## src/common/result_regs_pkg.sv

```systemverilog
// Constants for the measurement result register bank
package result_regs_pkg;
	localparam logic [7:0] ADDR_STATUS = 8'h00;
	localparam logic [7:0] ADDR_PRESS_HIGH = 8'h01;
	localparam logic [7:0] ADDR_PRESS_MID = 8'h02;
	localparam logic [7:0] ADDR_PRESS_LOW = 8'h03;
	localparam logic [7:0] ADDR_TEMP_HIGH = 8'h04;
	localparam logic [7:0] ADDR_TEMP_LOW = 8'h05;
	localparam logic [7:0] ADDR_CHANGE_HIGH = 8'h07;
	localparam logic [7:0] ADDR_CHANGE_MID = 8'h08;
	localparam logic [7:0] ADDR_CHANGE_LOW = 8'h09;
	localparam logic [7:0] ADDR_BURST_LAST = 8'h05;
	localparam logic [7:0] RESULT_RESET = 8'h00;
	localparam logic [1:0] FIFO_MODE_OFF = 2'b00;
	// Field layout: 20-bit value occupies bits 23:4 of the 24-bit triple
	localparam int VALUE_LSB = 4;
	localparam int TEMP_LSB = 4;
	// Burst length of a status-plus-results read
	localparam int BURST_BYTES = 6;
	// Entries of the decoded byte map, addresses 00h to 0Fh
	localparam int MAP_DEPTH = 16;
	typedef enum logic [1:0] {
		RD_IDLE = 2'b00,
		RD_BURST = 2'b01
	} read_state_t;
endpackage : result_regs_pkg

```

## src/measurement_result_registers.sv

```systemverilog
// Read-only measurement result and delta register bank
//
// Functional notes
// - Altimeter select picks altitude or pressure
// - Altitude signed Q16.4 in result bytes
// - Pressure unsigned Q18.2 in result bytes
// - Raw mode fills all 24 pressure bits
// - Auto-increment 00h to 05h burst reads
// - Temperature signed Q8.4 at 04h/05h
// - Raw temperature fills all 16 bits
// - Delta registers hold sample-to-sample difference
// - Altitude delta signed Q16.4 layout
// - Pressure delta unsigned Q18.2 layout
// - Raw mode freezes delta registers
// - Deltas update regardless of FIFO mode
// - FIFO mode: 01h FIFO, 02h-05h zero
`timescale 1ns/1ps
module measurement_result_registers (
	input wire logic mclk_i,
	input wire logic rst_i,
	// Controls from the configuration registers
	input wire logic altimeter_select_i,
	input wire logic raw_select_i,
	input wire logic [1:0] fifo_mode_i,
	// Acquisition results from the converter (same clock)
	input wire logic pressure_strobe_i,
	input wire logic [19:0] pressure_altitude_value_i,
	input wire logic [23:0] pressure_raw_i,
	input wire logic temperature_strobe_i,
	input wire logic [11:0] temperature_value_i,
	input wire logic [15:0] temperature_raw_i,
	// Byte sources for other addresses of the map
	input wire logic [7:0] data_ready_flags_i,
	input wire logic [7:0] fifo_data_i,
	// Register port of the serial slave
	input wire logic rd_start_i,
	input wire logic [7:0] rd_addr_i,
	input wire logic rd_next_i,
	output logic [7:0] rd_data_o,
	output logic [7:0] rd_addr_o,
	output logic fifo_pop_o
);
	import result_regs_pkg::*;

	// Captured result bytes, laid out as read
	logic [23:0] press_reg;
	logic [15:0] temp_reg;

	// Captured delta bytes
	logic [23:0] change_reg;

	// Previous converted sample and the mode it was taken in
	logic [19:0] prev_reg;
	logic prev_valid_reg;
	logic prev_alt_reg;

	// Read pointer and its next value
	logic [7:0] addr_reg;
	logic [7:0] addr_next;

	// Next values of the registered outputs
	logic [7:0] rd_data_next;
	logic fifo_pop_next;

	// Decoded controls
	logic fifo_on;
	logic take_byte;
	logic press_load;
	logic temp_load;
	logic delta_load;
	logic delta_allowed;

	// Assembled fields ready for capture
	logic [23:0] press_conv;
	logic [23:0] press_next;
	logic [15:0] temp_conv;
	logic [15:0] temp_next;
	logic [19:0] diff;
	logic [23:0] change_conv;

	// Byte map of the low part of the address space
	logic [7:0] map_byte [MAP_DEPTH];
	logic [MAP_DEPTH-1:0] entry_hit;

	// Fifo output mode decode
	// fifo mode enable
	assign fifo_on = (fifo_mode_i != FIFO_MODE_OFF);

	// A byte is taken on a pointer load or an advance
	assign take_byte = rd_start_i || rd_next_i;

	// Capture strobes
	assign press_load = pressure_strobe_i;
	assign temp_load = temperature_strobe_i;

	// Converted pressure or altitude in bits 23:4
	// value above reserved nibble
	assign press_conv = {pressure_altitude_value_i, {VALUE_LSB{1'b0}}};

	// Converted temperature in bits 15:4
	// value above reserved nibble
	assign temp_conv = {temperature_value_i, {TEMP_LSB{1'b0}}};

	// Raw or converted pressure source
	always_comb begin
		press_next = press_conv;
		if (raw_select_i) begin
			press_next = pressure_raw_i;
		end
	end

	// Raw or converted temperature source
	always_comb begin
		temp_next = temp_conv;
		if (raw_select_i) begin
			temp_next = temperature_raw_i;
		end
	end

	// Difference against the previous converted sample, 20-bit wrap
	// current minus previous
	assign diff = pressure_altitude_value_i - prev_reg;

	// Delta laid out like the result triple
	// same layout as results
	assign change_conv = {diff, {VALUE_LSB{1'b0}}};

	// Delta only between two converted samples of one mode
	assign delta_allowed = prev_valid_reg && (prev_alt_reg == altimeter_select_i);

	assign delta_load = pressure_strobe_i && !raw_select_i && delta_allowed;

	// Pressure or altitude result capture
	always_ff @(posedge mclk_i or posedge rst_i) begin
		if (rst_i) begin
			press_reg <= {3{RESULT_RESET}};
		end else if (press_load) begin
			press_reg <= press_next;
		end
	end

	// Temperature result capture
	always_ff @(posedge mclk_i or posedge rst_i) begin
		if (rst_i) begin
			temp_reg <= {2{RESULT_RESET}};
		end else if (temp_load) begin
			temp_reg <= temp_next;
		end
	end

	// Previous sample tracking; a raw sample breaks the chain
	always_ff @(posedge mclk_i or posedge rst_i) begin
		if (rst_i) begin
			prev_reg <= '0;
			prev_valid_reg <= 1'b0;
			prev_alt_reg <= 1'b0;
		end else if (pressure_strobe_i) begin
			if (raw_select_i) begin
				prev_valid_reg <= 1'b0;
			end else begin
				prev_reg <= pressure_altitude_value_i;
				prev_valid_reg <= 1'b1;
				prev_alt_reg <= altimeter_select_i;
			end
		end
	end

	// Delta register update
	always_ff @(posedge mclk_i or posedge rst_i) begin
		if (rst_i) begin
			change_reg <= {3{RESULT_RESET}};
		end else if (delta_load) begin
			change_reg <= change_conv;
		end
	end

	// Address pointer with auto-increment, wraps at FFh
	always_comb begin
		addr_next = addr_reg;
		if (rd_start_i) begin
			addr_next = rd_addr_i;
		end else if (rd_next_i) begin
			addr_next = addr_reg + 8'h01;
		end
	end

	// Pointer register
	always_ff @(posedge mclk_i or posedge rst_i) begin
		if (rst_i) begin
			addr_reg <= ADDR_STATUS;
		end else begin
			addr_reg <= addr_next;
		end
	end

	// Byte map: each entry decodes its own address
	for (genvar g = 0; g < MAP_DEPTH; g++) begin : gen_map
		localparam logic [7:0] ENTRY_ADDR = 8'(g);

		// Entry selected by the next pointer value
		assign entry_hit[g] = (addr_next == ENTRY_ADDR);

		// Contents of this entry
		always_comb begin
			map_byte[g] = RESULT_RESET;
			case (ENTRY_ADDR)
				ADDR_STATUS: begin
					map_byte[g] = data_ready_flags_i;
				end

				// fifo data shares the first result address
				ADDR_PRESS_HIGH: begin
					if (fifo_on) begin
						map_byte[g] = fifo_data_i;
					end else begin
						map_byte[g] = press_reg[23:16];
					end
				end

				ADDR_PRESS_MID: begin
					if (fifo_on) begin
						map_byte[g] = RESULT_RESET;
					end else begin
						map_byte[g] = press_reg[15:8];
					end
				end

				ADDR_PRESS_LOW: begin
					if (fifo_on) begin
						map_byte[g] = RESULT_RESET;
					end else begin
						map_byte[g] = press_reg[7:0];
					end
				end

				ADDR_TEMP_HIGH: begin
					if (fifo_on) begin
						map_byte[g] = RESULT_RESET;
					end else begin
						map_byte[g] = temp_reg[15:8];
					end
				end

				ADDR_TEMP_LOW: begin
					if (fifo_on) begin
						map_byte[g] = RESULT_RESET;
					end else begin
						map_byte[g] = temp_reg[7:0];
					end
				end

				// deltas readable in any fifo mode
				ADDR_CHANGE_HIGH: begin
					map_byte[g] = change_reg[23:16];
				end

				ADDR_CHANGE_MID: begin
					map_byte[g] = change_reg[15:8];
				end

				ADDR_CHANGE_LOW: begin
					map_byte[g] = change_reg[7:0];
				end

				default: begin
					map_byte[g] = RESULT_RESET;
				end
			endcase
		end
	end : gen_map

	// Select the addressed byte; beyond the map reads zero
	always_comb begin
		rd_data_next = RESULT_RESET;
		for (int k = 0; k < MAP_DEPTH; k++) begin
			if (entry_hit[k]) begin
				rd_data_next = map_byte[k];
			end
		end
	end

	// pop on each fifo byte taken
	assign fifo_pop_next = take_byte && (addr_next == ADDR_PRESS_HIGH) && fifo_on;

	// Registered read data, resampled every cycle
	always_ff @(posedge mclk_i or posedge rst_i) begin
		if (rst_i) begin
			rd_data_o <= RESULT_RESET;
		end else begin
			rd_data_o <= rd_data_next;
		end
	end

	// Registered pointer copy
	always_ff @(posedge mclk_i or posedge rst_i) begin
		if (rst_i) begin
			// Pointer starts at the status byte
			rd_addr_o <= ADDR_STATUS;
		end else begin
			rd_addr_o <= addr_next;
		end
	end

	// Registered fifo pop pulse, one cycle per byte
	always_ff @(posedge mclk_i or posedge rst_i) begin
		if (rst_i) begin
			// No pop while in reset
			fifo_pop_o <= 1'b0;
		end else begin
			fifo_pop_o <= fifo_pop_next;
		end
	end

endmodule : measurement_result_registers

```

## config.mk

```make
export PLATFORM = sky130hd
export DESIGN_NAME = measurement_result_registers
export DESIGN_NICKNAME = d
export VERILOG_FILES = /design/src/common/result_regs_pkg.sv /design/src/measurement_result_registers.sv
export SDC_FILE = /design/constraint.sdc
export NUM_CORES = 1
export LEC_CHECK = 0
export ABC_AREA = 1
export BUFFER_PORTS_ARGS = -buffer_cell sky130_fd_sc_hd__buf_2
export CAP_MARGIN = 20
export CORE_MARGIN = 2
export CORE_UTILIZATION = 50
export CTS_CLUSTER_SIZE = 10
export DETAILED_ROUTE_END_ITERATION = 10
export GPL_TIMING_DRIVEN = 0
export PLACE_DENSITY = 0.81
export SETUP_SLACK_MARGIN = 0.02
export SYNTH_ARGS = -nofsm -noshare
export SYNTH_HDL_FRONTEND = slang
export SYNTH_SLANG_ARGS = --single-unit
```

## constraint.sdc

```tcl
create_clock -name mclk_i -period 3.35 [get_ports mclk_i]
set_clock_uncertainty 0.2 [all_clocks]
set_input_delay 0.5025 -clock mclk_i [delete_from_list [all_inputs] [get_ports mclk_i]]
set_output_delay 0.5025 -clock mclk_i [all_outputs]
set_load 0.02 [all_outputs]
```

Yosys cells after proc, flatten, opt, wreduce, memory -nomap -nowiden
Index checks and enable logic that the tools add are counted.

cells by class
  add/sub/neg operators = 2
  multiply operators = 0
  div/mod/pow operators = 0
  magnitude comparators = 0
  equality and inequality tests = 16
  shifts and indexed selects = 0
  muxes and demuxes = 26
  bitwise logic cells = 1
  reduce and logical (&&, ||, !) cells = 10

operators with widths
  operator             number
  $mux 8               23
  $eq 8x4->1 const B   8
  $eq 8x3->1 const B   4
  $mux 24              1
  $sub 20x20->20       1
  $eq 8x2->1 const B   2
  $mux 16              1
  $add 8x1->8 const B  1
  $eq 8x1->1 const B   1
  $logic_not 8->1      1
  $logic_and 1x1->1    5
  $reduce_and 2->1     1
  $reduce_bool 2->1    1
  $eq 1x1->1           1
  $logic_not 1->1      1
  $logic_or 1x1->1     1
  $mux 1               1
  $not 1->1            1

storage, ports and cells
  bits in registers = 99
  latch bits = 0
  memory bits (writable) = 0
  bits in read-only memories = 0
  input bits = 106
  output and inout bits = 17
  logic and storage cells = 64
  memories kept = 0

Longest topological paths before layout
Gate-level depths: netlist of run 1.

  depth in word-level cells = 20
  gate-level depth with buffers = 19
  gate-level depth less buffers = 19

Worst setup path before layout of run 1
No wires, ideal clock.

  path kind = input -> register
  start point = input port pressure_altitude_value_i[0]
  end point = register change_reg[14]
  setup time = 0.082 ns
  arrival = 2.083 ns
  data required time = 3.068 ns
  setup slack = 0.985 ns
  cell stages on the path = 11
  buffers on the path = 0
  path through = inv_1 ha_1 fa_1 inv_1 a21oi_1 o21ai_0 nand2_1 nand2_1 a21oi_1 or2_2 a31oi_1

between the ends
  word-level cells in the longest chain between the ends = 1

RTL lines
  element                 line                                 source
  start: declaration      measurement_result_registers.sv:27   input wire logic [19:0] pressure_altitude_value_i,
  $sub 20x20->20          measurement_result_registers.sv:122  assign diff = pressure_altitude_value_i - prev_reg;
  end signal: assignment  measurement_result_registers.sv:171  change_reg <= {3{RESULT_RESET}};
  end signal: assignment  measurement_result_registers.sv:173  change_reg <= change_conv;
  end: declaration        measurement_result_registers.sv:50   logic [23:0] change_reg;

No other way between the ends.
A chain may end at the register's enable or synchronous reset.

==> flow_summary.json, run 1 <==
{
  "status": "finished, final reports clean",
  "seqCellArea_sq_um": 2477,
  "clkTransAtPathRegs_ns": 0.06,
  "min_period_over_period": 0.7711,
  "die_w_um": 112.8,
  "hpwlAfterDp_um": 13680,
  "cp_num_buf_inv": 0,
  "crit-reg2reg-capture": "rd_data_o[2]$_DFF_PP0_",
  "placed_area_sq_um": 6714,
  "crit_slowest_cell": "dfrtp_1",
  "rows": 39,
  "finalMaxSlewViolations": 0,
  "drv_cap": 0,
  "fin_cells": 1079,
  "grt_pass1_vias": 5600,
  "synth_top_area_share": 0.4189,
  "drc": 0,
  "io_pins": 123,
  "ys_seq_elements": 99,
  "via_count": 5712,
  "antenna_found_initial": 0,
  "cp.depth": 15,
  "clk_latency_ns": 0.36,
  "fin_crit_ns": 2.583,
  "start_util": 0.5158,
  "worstHoldPathType": "primary input to register",
  "final_layout_size_suffix_gt1_frac": 0.1934,
  "fp.dieH_um": 112.8,
  "vdd_ir_drop_max_mv": 0.2968,
  "netlist_area_sq_um": 5914,
  "crit_path_max_incr_delay_ns": 0.43,
  "grt_overflow": 0,
  "cts.htree.levels": 3,
  "ctsHoldBuffers": 1,
  "finalPower_mw": 3.429,
  "r2r_cells": 15,
  "root_buffer": "clkbuf_16",
  "worstPathRequired_ns": 3.43,
  "fill_cells": 1067,
  "path_cells": "ha_1 > nand2_1 > nor2_4 > nand2_1 > nand2_1 > nand3_1 > nand2_1 > nor2_1 > nand2_2 > nor2_2 > nand2_2 > o21a_1 > nand4_1 > nand2_1 > nand3_1",
  "drt_first_pass_iters": 5,
  "synth_edf_count": 0,
  "gp_congestion": 0.9803,
  "cts_resized": 0,
  "largest_reg_flops": 24,
  "fin_util": 0.6121,
  "synthCells": 801,
  "synth_fp_nets": 928,
  "die-area_sq_um": 12710,
  "setup-tns-final_ns": 0,
  "seq_area_frac_synth": 0.4189,
  "setup_viol": 0,
  "cp_max_fo": 6,
  "cp_common_cell": "nand2_1",
  "rsz0062_at_grt": "false",
  "post_cts_buffers": 0,
  "synth_cell_type_count": 45,
  "ant_nets": 0,
  "power_density_nw_per_um2": 488.5,
  "crit_family": "simple AND/OR/NAND/NOR gates",
  "placed_cells": 1063,
  "place.port_buffers": 118,
  "ys.flop_type": "dfrtp_1",
  "drt_first_iter_violations": 379,
  "reg2reg_slack_ns": 0.77,
  "multi_input_area_sq_um": 2958,
  "grtUsageTotal": 0.2834,
  "hold_depth": 3,
  "slew_headroom": 0.6028,
  "yosysTopAreaCell": "dfrtp_1",
  "hold_end": "press_reg[15]$_DFFE_PP0P_",
  "synth_async_sr_flop_share": 1.000,
  "clock_sinks": 99,
  "crit_path_end_kind": "register",
  "clock.fmax_mhz": 387.1,
  "p_leak_nw": 3.654,
  "syn_avg_cell_area_sq_um": 7.384,
  "diodes": 0,
  "synth_area_leaders": "dfrtp_1 42%, nand2_1 15%, nand3_1 6.3%",
  "postLayoutCellArea_sq_um": 7019,
  "crit_type": "register to register",
  "grt_max_degree": 66,
  "grt_pass1_wl_um": 27990,
  "r2r_start": "rd_addr_o[0]$_DFF_PP0_",
  "areaGrowthSynthToFinish_pct": 18.68,
  "cts_buffer_depth": 2,
  "wl_per_cell_um": 15.80,
  "startpoint_type": "register",
  "fp.coreArea_sq_um": 11470,
  "fin_nets": 1059,
  "cts_tree": "built",
  "hold_start": "pressure_raw_i[15]",
  "routed_wl_um": 17050,
  "hold_violations": 0,
  "cts_inserted_buffers": 9,
  "yosysWarnings": 0,
  "worst_pin_slew_ns": 0.5808,
  "cp.arrival_ns": 2.67,
  "via_per_inst": 5.294
}
## worst max path at each step
| stage | endpoint | slack, ns | start |
|---|---|---|---|
| after floorplan | change_reg[10]$_DFFE_PP0P_ | 0.06 | rst_i |
| after global placement | rd_data_o[1]$_DFF_PP0_ | -0.99 | rst_i |
| after detailed placement | change_reg[17]$_DFFE_PP0P_ | 0.57 | pressure_altitude_value_i[2] |
| after CTS | rd_data_o[2]$_DFF_PP0_ | 0.77 | rd_addr_o[0]$_DFF_PP0_ |
| after global routing | rd_data_o[7]$_DFF_PP0_ | 0.51 | rd_addr_o[0]$_DFF_PP0_ |
| final | rd_data_o[2]$_DFF_PP0_ | 0.77 | rd_addr_o[0]$_DFF_PP0_ |
## cell usage in the layout, fill, tap and decap left out, drive strengths merged, types with 2 or more instances in the layout
| master | count |
|---|---|
| a21oi | 28 |
| nor3 | 8 |
| o21bai | 2 |
| nand4 | 13 |
| o31ai | 2 |
| xnor2 | 4 |
| a22o | 4 |
| a31oi | 15 |
| o21a | 4 |
| clkinv | 3 |
| nand2 | 250 |
| o22ai | 4 |
| dfrtp | 99 |
| inv | 95 |
| nor2 | 57 |
| xor2 | 2 |
| clkbuf | 29 |
| ha | 20 |
| o21ai | 65 |
| buf | 127 |
| nor4 | 3 |
| nand3 | 77 |
| or2 | 10 |
| o211ai | 6 |
## cells by family (layout without fill, tap and decap cells)
group,after synthesis,after routing,synth area share
flip-flops,99,99,0.4189
adder cells (fa/ha/maj),21,21,0.04570
AO/OA/AOI/OAI,133,133,0.1274
buffers and inverters,121,256,0.08103
XOR/XNOR,6,6,0.008885
AND/OR/NAND/NOR,421,421,0.3182
## where the power goes
part	internal (mW)	total, mW	switching [mW]
clock network	0.615	1.05	0.436
logic	0.316	0.858	0.542
registers	1.39	1.52	0.125
total	2.33	3.43	1.10
## per-layer routing
metal	GRT usage	part of all wire	up-vias
met5	0	0	-
met3	0.05035	0.066	35
met2	0.4523	0.45	211
met4	0.1049	0.030	0
met1	0.3902	0.45	2577
li1	-	-	2889
## tightest hold or removal path, cell delays in order
cell,delay [ns]
buf_2,0.07
nand2_1,0.04
nand3_1,0.06
## metrics by stage
step	setup WS (ns)	hold slack, ns
after floorplan	0.05707	0.2459
after CTS	0.7670	0.1620
after global routing	0.5066	0.1774
after detailed placement	0.5689	0.2680
final	0.7669	0.1625
after global placement	-0.9888	0.2637
## cell type report
type                    instances  share of cell area
repair buffers                120             0.08948
clock inverters                 2            0.004991
clock buffers                  13             0.03708
multi-input cells             581              0.4214
flip-flops and latches         99              0.3529
inverters                      97             0.05223
well taps                     143             0.02549
plain buffers                  24             0.01640
## synth_stat cells (7+ instances only)
master    number
nand2_1      239
dfrtp_1       99
inv_1         88
nand3_1       74
o21ai_0       58
nor2_1        47
a21oi_1       28
ha_1          20
clkbuf_1      16
a31oi_1       15
nand4_1       13
nand2_2       10
nor3_1         8
or2_2          8
inv_2          7
Note: power is estimated with default switching activity, not from simulation.
==> run 2, diff against run 1 <==
Clock period 3.35 ns to 2.35 ns, I/O delays scaled along.
==> run 2 against run 1 <==
Compared with the run above: the flow now finishes with violations (negative setup slack); critical path type unchanged; routed wire length up 7.0%; setup slack worse by 0.87 ns; flip-flop and latch count unchanged; global-route usage up 0.91 points; first-iteration DRC count up 32%; clock power up 33%; utilization up 5.3 points.
==> flow_summary.json, run 2 (synthesis gave the netlist of run 1 again) <==
{
  "status": "complete, but fails checks",
  "violations": "negative setup slack",
  "comb_power_share": 0.291,
  "clock_sinks": 99,
  "start_util": 0.5158,
  "crit_path_end_kind": "register",
  "drt_first_iter_violations": 500,
  "worstPathRequired_ns": 2.44,
  "setup_viol": 7,
  "p_int_mw": 3.312,
  "fp.dieH_um": 112.8,
  "largest_reg_flops": 24,
  "antenna_found_initial": 0,
  "cts_buffer_depth": 2,
  "cts_tree": "built",
  "mostFrequentLayoutCells": "222 x nand2_1, 120 x buf_2, 98 x dfrtp_1",
  "grt_overflow": 0,
  "io_pins": 123,
  "ant_nets": 0,
  "areaGrowthSynthToFinish_pct": 28.88,
  "postLayoutCellArea_sq_um": 7622,
  "p_leak_nw": 3.875,
  "routed_wl_um": 18240,
  "grt_pass1_vias": 5730,
  "cts.htree.levels": 3,
  "crit_type": "register to register",
  "grt_pass1_wl_um": 28780,
  "via_count": 5990,
  "drt_first_pass_iters": 5,
  "holdWs_ns": 0.008621,
  "vdd_ir_drop_max_mv": 0.4002,
  "grtUsageTotal": 0.2925,
  "r2r_cells": 18,
  "fin_cells": 1105,
  "fin_crit_ns": 2.455,
  "fin_util": 0.6647,
  "fin_nets": 1085,
  "cp_max_fo": 7,
  "clk_latency_ns": 0.36,
  "place.port_buffers": 118,
  "hold_start": "pressure_raw_i[15]",
  "r2r_start": "rd_addr_o[1]$_DFF_PP0_",
  "hpwlAfterDp_um": 13880,
  "finalMaxSlewViolations": 0,
  "startpoint_type": "register",
  "drc": 0,
  "reg2reg_slack_ns": -0.10,
  "cp.arrival_ns": 2.55,
  "crit-reg2reg-capture": "rd_data_o[7]$_DFF_PP0_",
  "finalPower_mw": 5.049,
  "root_buffer": "clkbuf_16",
  "hold_violations": 0,
  "placed_area_sq_um": 6728,
  "die_w_um": 112.8,
  "power_switching_share": 0.3440,
  "diodes": 0,
  "final_common_cell": "nand2_1",
  "p_switching_mw": 1.737,
  "final_layout_size_suffix_gt1_frac": 0.2848,
  "fp.coreArea_sq_um": 11470,
  "die-area_sq_um": 12710,
  "hold_end": "press_reg[15]$_DFFE_PP0P_",
  "rows": 39,
  "slew_headroom": 0.5507,
  "wl_per_cell_um": 16.51,
  "placed_cells": 1064,
  "fill_cells": 991,
  "via_per_inst": 5.421,
  "pwr-share-seq": 0.431,
  "worst_pin_slew_ns": 0.6725,
  "grt_max_degree": 40,
  "clkTransAtPathRegs_ns": 0.07,
  "cts_inserted_buffers": 9,
  "power_frac_clock": 0.278,
  "min_period_over_period": 1.045,
  "clock.fmax_mhz": 407.4,
  "drv_cap": 0,
  "power_density_nw_per_um2": 662.3,
  "rsz0062_at_grt": "true",
  "postLayoutSetupSlackWorst_ns": -0.1048,
  "worstHoldPathType": "primary input to register",
  "gp_congestion": 0.9659,
  "hold_depth": 3
}
run 2: cell count changes in the layout (fill, tap and decap cells not counted), sizes merged:
cell,delta
buf,+26
clkinvlp,+4
clkbuf,-2
bufinv,-1
inv,-1
run 2: routing by layer:
metal	share of wire	wire, um	vias up	track usage
met5	0	0	-	0
met4	0.034	620	0	0.1268
met3	0.075	1370	44	0.04446
met2	0.46	8392	270	0.4651
li1	-	-	2931	-
met1	0.43	7859	2745	0.4014
run 2: worst max-delay path: stages (launching register included):
cell and delay (ns):
dfrtp_1 0.46, ha_4 0.18, nand2_4 0.05, nor2_4 0.11
nand2_1 0.08, nand2_1 0.06, nand3_1 0.06, nand2_1 0.09
nand2_2 0.10, nor2_8 0.19, buf_4 0.14, nand2_1 0.09
nand2_1 0.12, nand2_2 0.06, nand4_1 0.12, nand2_1 0.07
nand3_1 0.07, nand2_1 0.08, inv_1 0.06
run 2: power by group through the flow:
stage / Clock, mW / Sequential, mW / Combinational, mW
CTS: 1.41 / 2.16 / 1.26
floorplan: 0 / 2.15 / 0.822
global route: 1.50 / 2.20 / 1.64
finish: 1.40 / 2.17 / 1.47
global placement: 0 / 2.18 / 1.18
detailed placement: 0 / 2.19 / 1.20
run 2: worst max path at each step:
stage                                 start                          to  slack, ns
6_report             rd_addr_o[1]$_DFF_PP0_      rd_data_o[7]$_DFF_PP0_      -0.10
5_1_grt              rd_addr_o[1]$_DFF_PP0_      rd_data_o[7]$_DFF_PP0_      -0.23
4_1_cts              rd_addr_o[0]$_DFF_PP0_      rd_data_o[5]$_DFF_PP0_      -0.09
3_5_place_dp   pressure_altitude_value_i[2]  change_reg[17]$_DFFE_PP0P_      -0.27
3_3_place_gp   pressure_altitude_value_i[5]  change_reg[14]$_DFFE_PP0P_      -0.27
2_1_floorplan        rd_addr_o[0]$_DFF_PP0_      rd_data_o[7]$_DFF_PP0_       0.04
run 2: area by class of cell:
cell class	count	area (sq um)	share of cell area
flip-flops and latches	99	2479	0.3252
inverters	97	370.4	0.04859
plain buffers	24	122.6	0.01609
clock buffers	11	242.7	0.03185
well taps	143	178.9	0.02347
repair buffers	146	855.8	0.1123
multi-input cells	581	3346	0.4389
clock inverters	4	27.53	0.003611
run 2: what timing repair did:
item	CTS	global route
buffers inserted	9	15
gates cloned	0	1
endpoints found under the hold margin	26	0
pin swaps	17	37
gates resized for setup	33	73
setup endpoints to repair	12	17
hold buffers	1	0
run 2: through the flow:
step / setup TNS (ns) / worst slack, ns
6_report: -0.4023 / -0.1048
5_1_grt: -1.293 / -0.2272
4_1_cts: -0.5677 / -0.09346
3_5_place_dp: -3.099 / -0.2715
3_3_place_gp: -2.782 / -0.2724
2_1_floorplan: 0 / 0.04277
==> run 3, diff against run 2 <==
Settings changed: CTS_BUF_LIST set to sky130_fd_sc_hd__clkbuf_16.
==> run 3 against run 2 <==
Compared with the run above: the flow still finishes with violations (negative setup slack); setup slack improved by 0.022 ns; utilization decreased by 0.087 points; sequential power about the same; maximum frequency increased by 0.91%; final cell count unchanged; global-route usage unchanged; non-clock buffer count unchanged; worst hold slack about the same; critical path type unchanged.
==> flow_summary.json, run 3 (synthesis gave the netlist of run 1 again) <==
{
  "reg2reg_slack_ns": -0.08,
  "rows": 39,
  "place.port_buffers": 118,
  "fill_cells": 991,
  "antenna_found_initial": 0,
  "gp_congestion": 0.9659,
  "startpoint_type": "register",
  "worst_pin_slew_ns": 0.6706,
  "die-area_sq_um": 12710,
  "min_period_over_period": 1.035,
  "slew_headroom": 0.5520,
  "die_w_um": 112.8,
  "grt_overflow": 0,
  "grtUsageTotal": 0.2925,
  "cts_inserted_buffers": 9,
  "vdd_ir_drop_max_mv": 0.4005,
  "cp_max_fo": 7,
  "violations": "negative setup slack",
  "io_pins": 123,
  "ant_nets": 0,
  "root_buffer": "clkbuf_16",
  "setup_viol": 6,
  "fin_crit_ns": 2.433,
  "crit_type": "register to register",
  "hold_violations": 0,
  "fin_nets": 1085,
  "drc": 0,
  "multi_input_area_sq_um": 3346,
  "status": "complete, but fails checks",
  "drv_cap": 0,
  "drt_first_pass_iters": 5,
  "seqCellArea_sq_um": 2479,
  "fp.coreArea_sq_um": 11470,
  "largest_reg_flops": 24,
  "final_common_cell": "nand2_1",
  "drt_first_iter_violations": 517,
  "setup-tns-final_ns": -0.2888,
  "grt_pass1_wl_um": 28780,
  "postLayoutCellArea_sq_um": 7612,
  "cp-startpoint": "rd_addr_o[0]$_DFF_PP0_",
  "worstPathRequired_ns": 2.39,
  "grt_pass1_vias": 5730,
  "crit_path_end_kind": "register",
  "worstHoldPathType": "primary input to register",
  "grt_max_degree": 40,
  "mostFrequentLayoutCells": "222 x nand2_1, 120 x buf_2, 98 x dfrtp_1",
  "power_density_nw_per_um2": 658.3,
  "clock_sinks": 99,
  "finalMaxSlewViolations": 0,
  "clock.fmax_mhz": 411.1,
  "fp.dieH_um": 112.8,
  "postLayoutSetupSlackWorst_ns": -0.08268,
  "cts_buffer_depth": 2,
  "cts.htree.levels": 3,
  "clkTransAtPathRegs_ns": 0.07,
  "via_per_inst": 5.403,
  "placed_area_sq_um": 6728,
  "p_leak_nw": 3.874,
  "r2r_start": "rd_addr_o[0]$_DFF_PP0_",
  "rsz0062_at_grt": "true",
  "cp.arrival_ns": 2.48,
  "wl_per_cell_um": 16.48,
  "diodes": 0,
  "areaGrowthSynthToFinish_pct": 28.71,
  "via_count": 5970,
  "clk_latency_ns": 0.36,
  "start_util": 0.5158,
  "hpwlAfterDp_um": 13880,
  "final_layout_size_suffix_gt1_frac": 0.2838,
  "dp_slack_ns": -0.2715,
  "routed_wl_um": 18210,
  "hold_start": "pressure_raw_i[15]",
  "cts_tree": "built"
}
==> run 3: critical path: stages, from the launching register on <==
cell	delay (ns)
dfrtp_2	0.44
buf_6	0.13
nand2_4	0.05
nor2_4	0.17
nand2_1	0.09
nand2_2	0.07
nand3_2	0.12
nand3_4	0.12
nor2_8	0.06
buf_4	0.14
nand2_1	0.11
nand2_1	0.10
nand2_2	0.08
nand4_1	0.14
nand2_1	0.10
nand3_1	0.06
nand2_1	0.09
inv_1	0.05
==> run 3: cell type report <==
cell class	count	share of cell area
tap	143	0.02350
multi-input combinational	581	0.4395
timing repair buffer	146	0.1124
clock inverter	6	0.004602
buffer	24	0.01611
inverter	97	0.04865
sequential	99	0.3256
clock buffer	9	0.02959
==> run 3: path summary, 6_finish.rpt <==
kind	endpoint	cells after the start
min	press_reg[15]$_DFFE_PP0P_	3
max	rd_data_o[7]$_DFF_PP0_	17
min in group asynchronous	press_reg[2]$_DFFE_PP0P_	3
max reg2reg	rd_data_o[7]$_DFF_PP0_	17
max in group asynchronous	press_reg[19]$_DFFE_PP0P_	4
min reg2reg	change_reg[17]$_DFFE_PP0P_	2
==> run 3: routing by layer <==
| metal | track usage | vias up | share of wire |
|---|---|---|---|
| met1 | 0.4014 | 2736 | 0.43 |
| met5 | 0 | - | 0 |
| met4 | 0.1268 | 0 | 0.035 |
| li1 | - | 2930 | - |
| met3 | 0.04446 | 46 | 0.074 |
| met2 | 0.4651 | 258 | 0.46 |
==> run 3: metrics by stage <==
stage,utilization,power [mW],std cells,hold slack [ns]
2_1_floorplan,-,2.972,801,0.2459
3_3_place_gp,0.5832,3.360,1062,0.2676
3_5_place_dp,0.5867,3.396,1064,0.2676
4_1_cts,0.6261,4.790,1089,0.006436
5_1_grt,0.6638,5.304,1105,0.01578
6_report,0.6638,5.011,1105,0.008340
==> run 3: repair_timing <==
action | 4_1_cts | 5_1_grt
buffers inserted | 9 | 15
cloned | 0 | 1
pin swaps | 17 | 37
resized for setup | 33 | 73
hold endpoints to repair | 26 | 0
setup endpoints to repair | 12 | 17
hold buffers | 1 | 0
==> run 3: power by group <==
group	switching [mW]	internal (mW)	leakage, nW
Combinational	0.887	0.585	2.53
Clock	0.665	0.703	0.122
Sequential	0.185	1.99	1.22
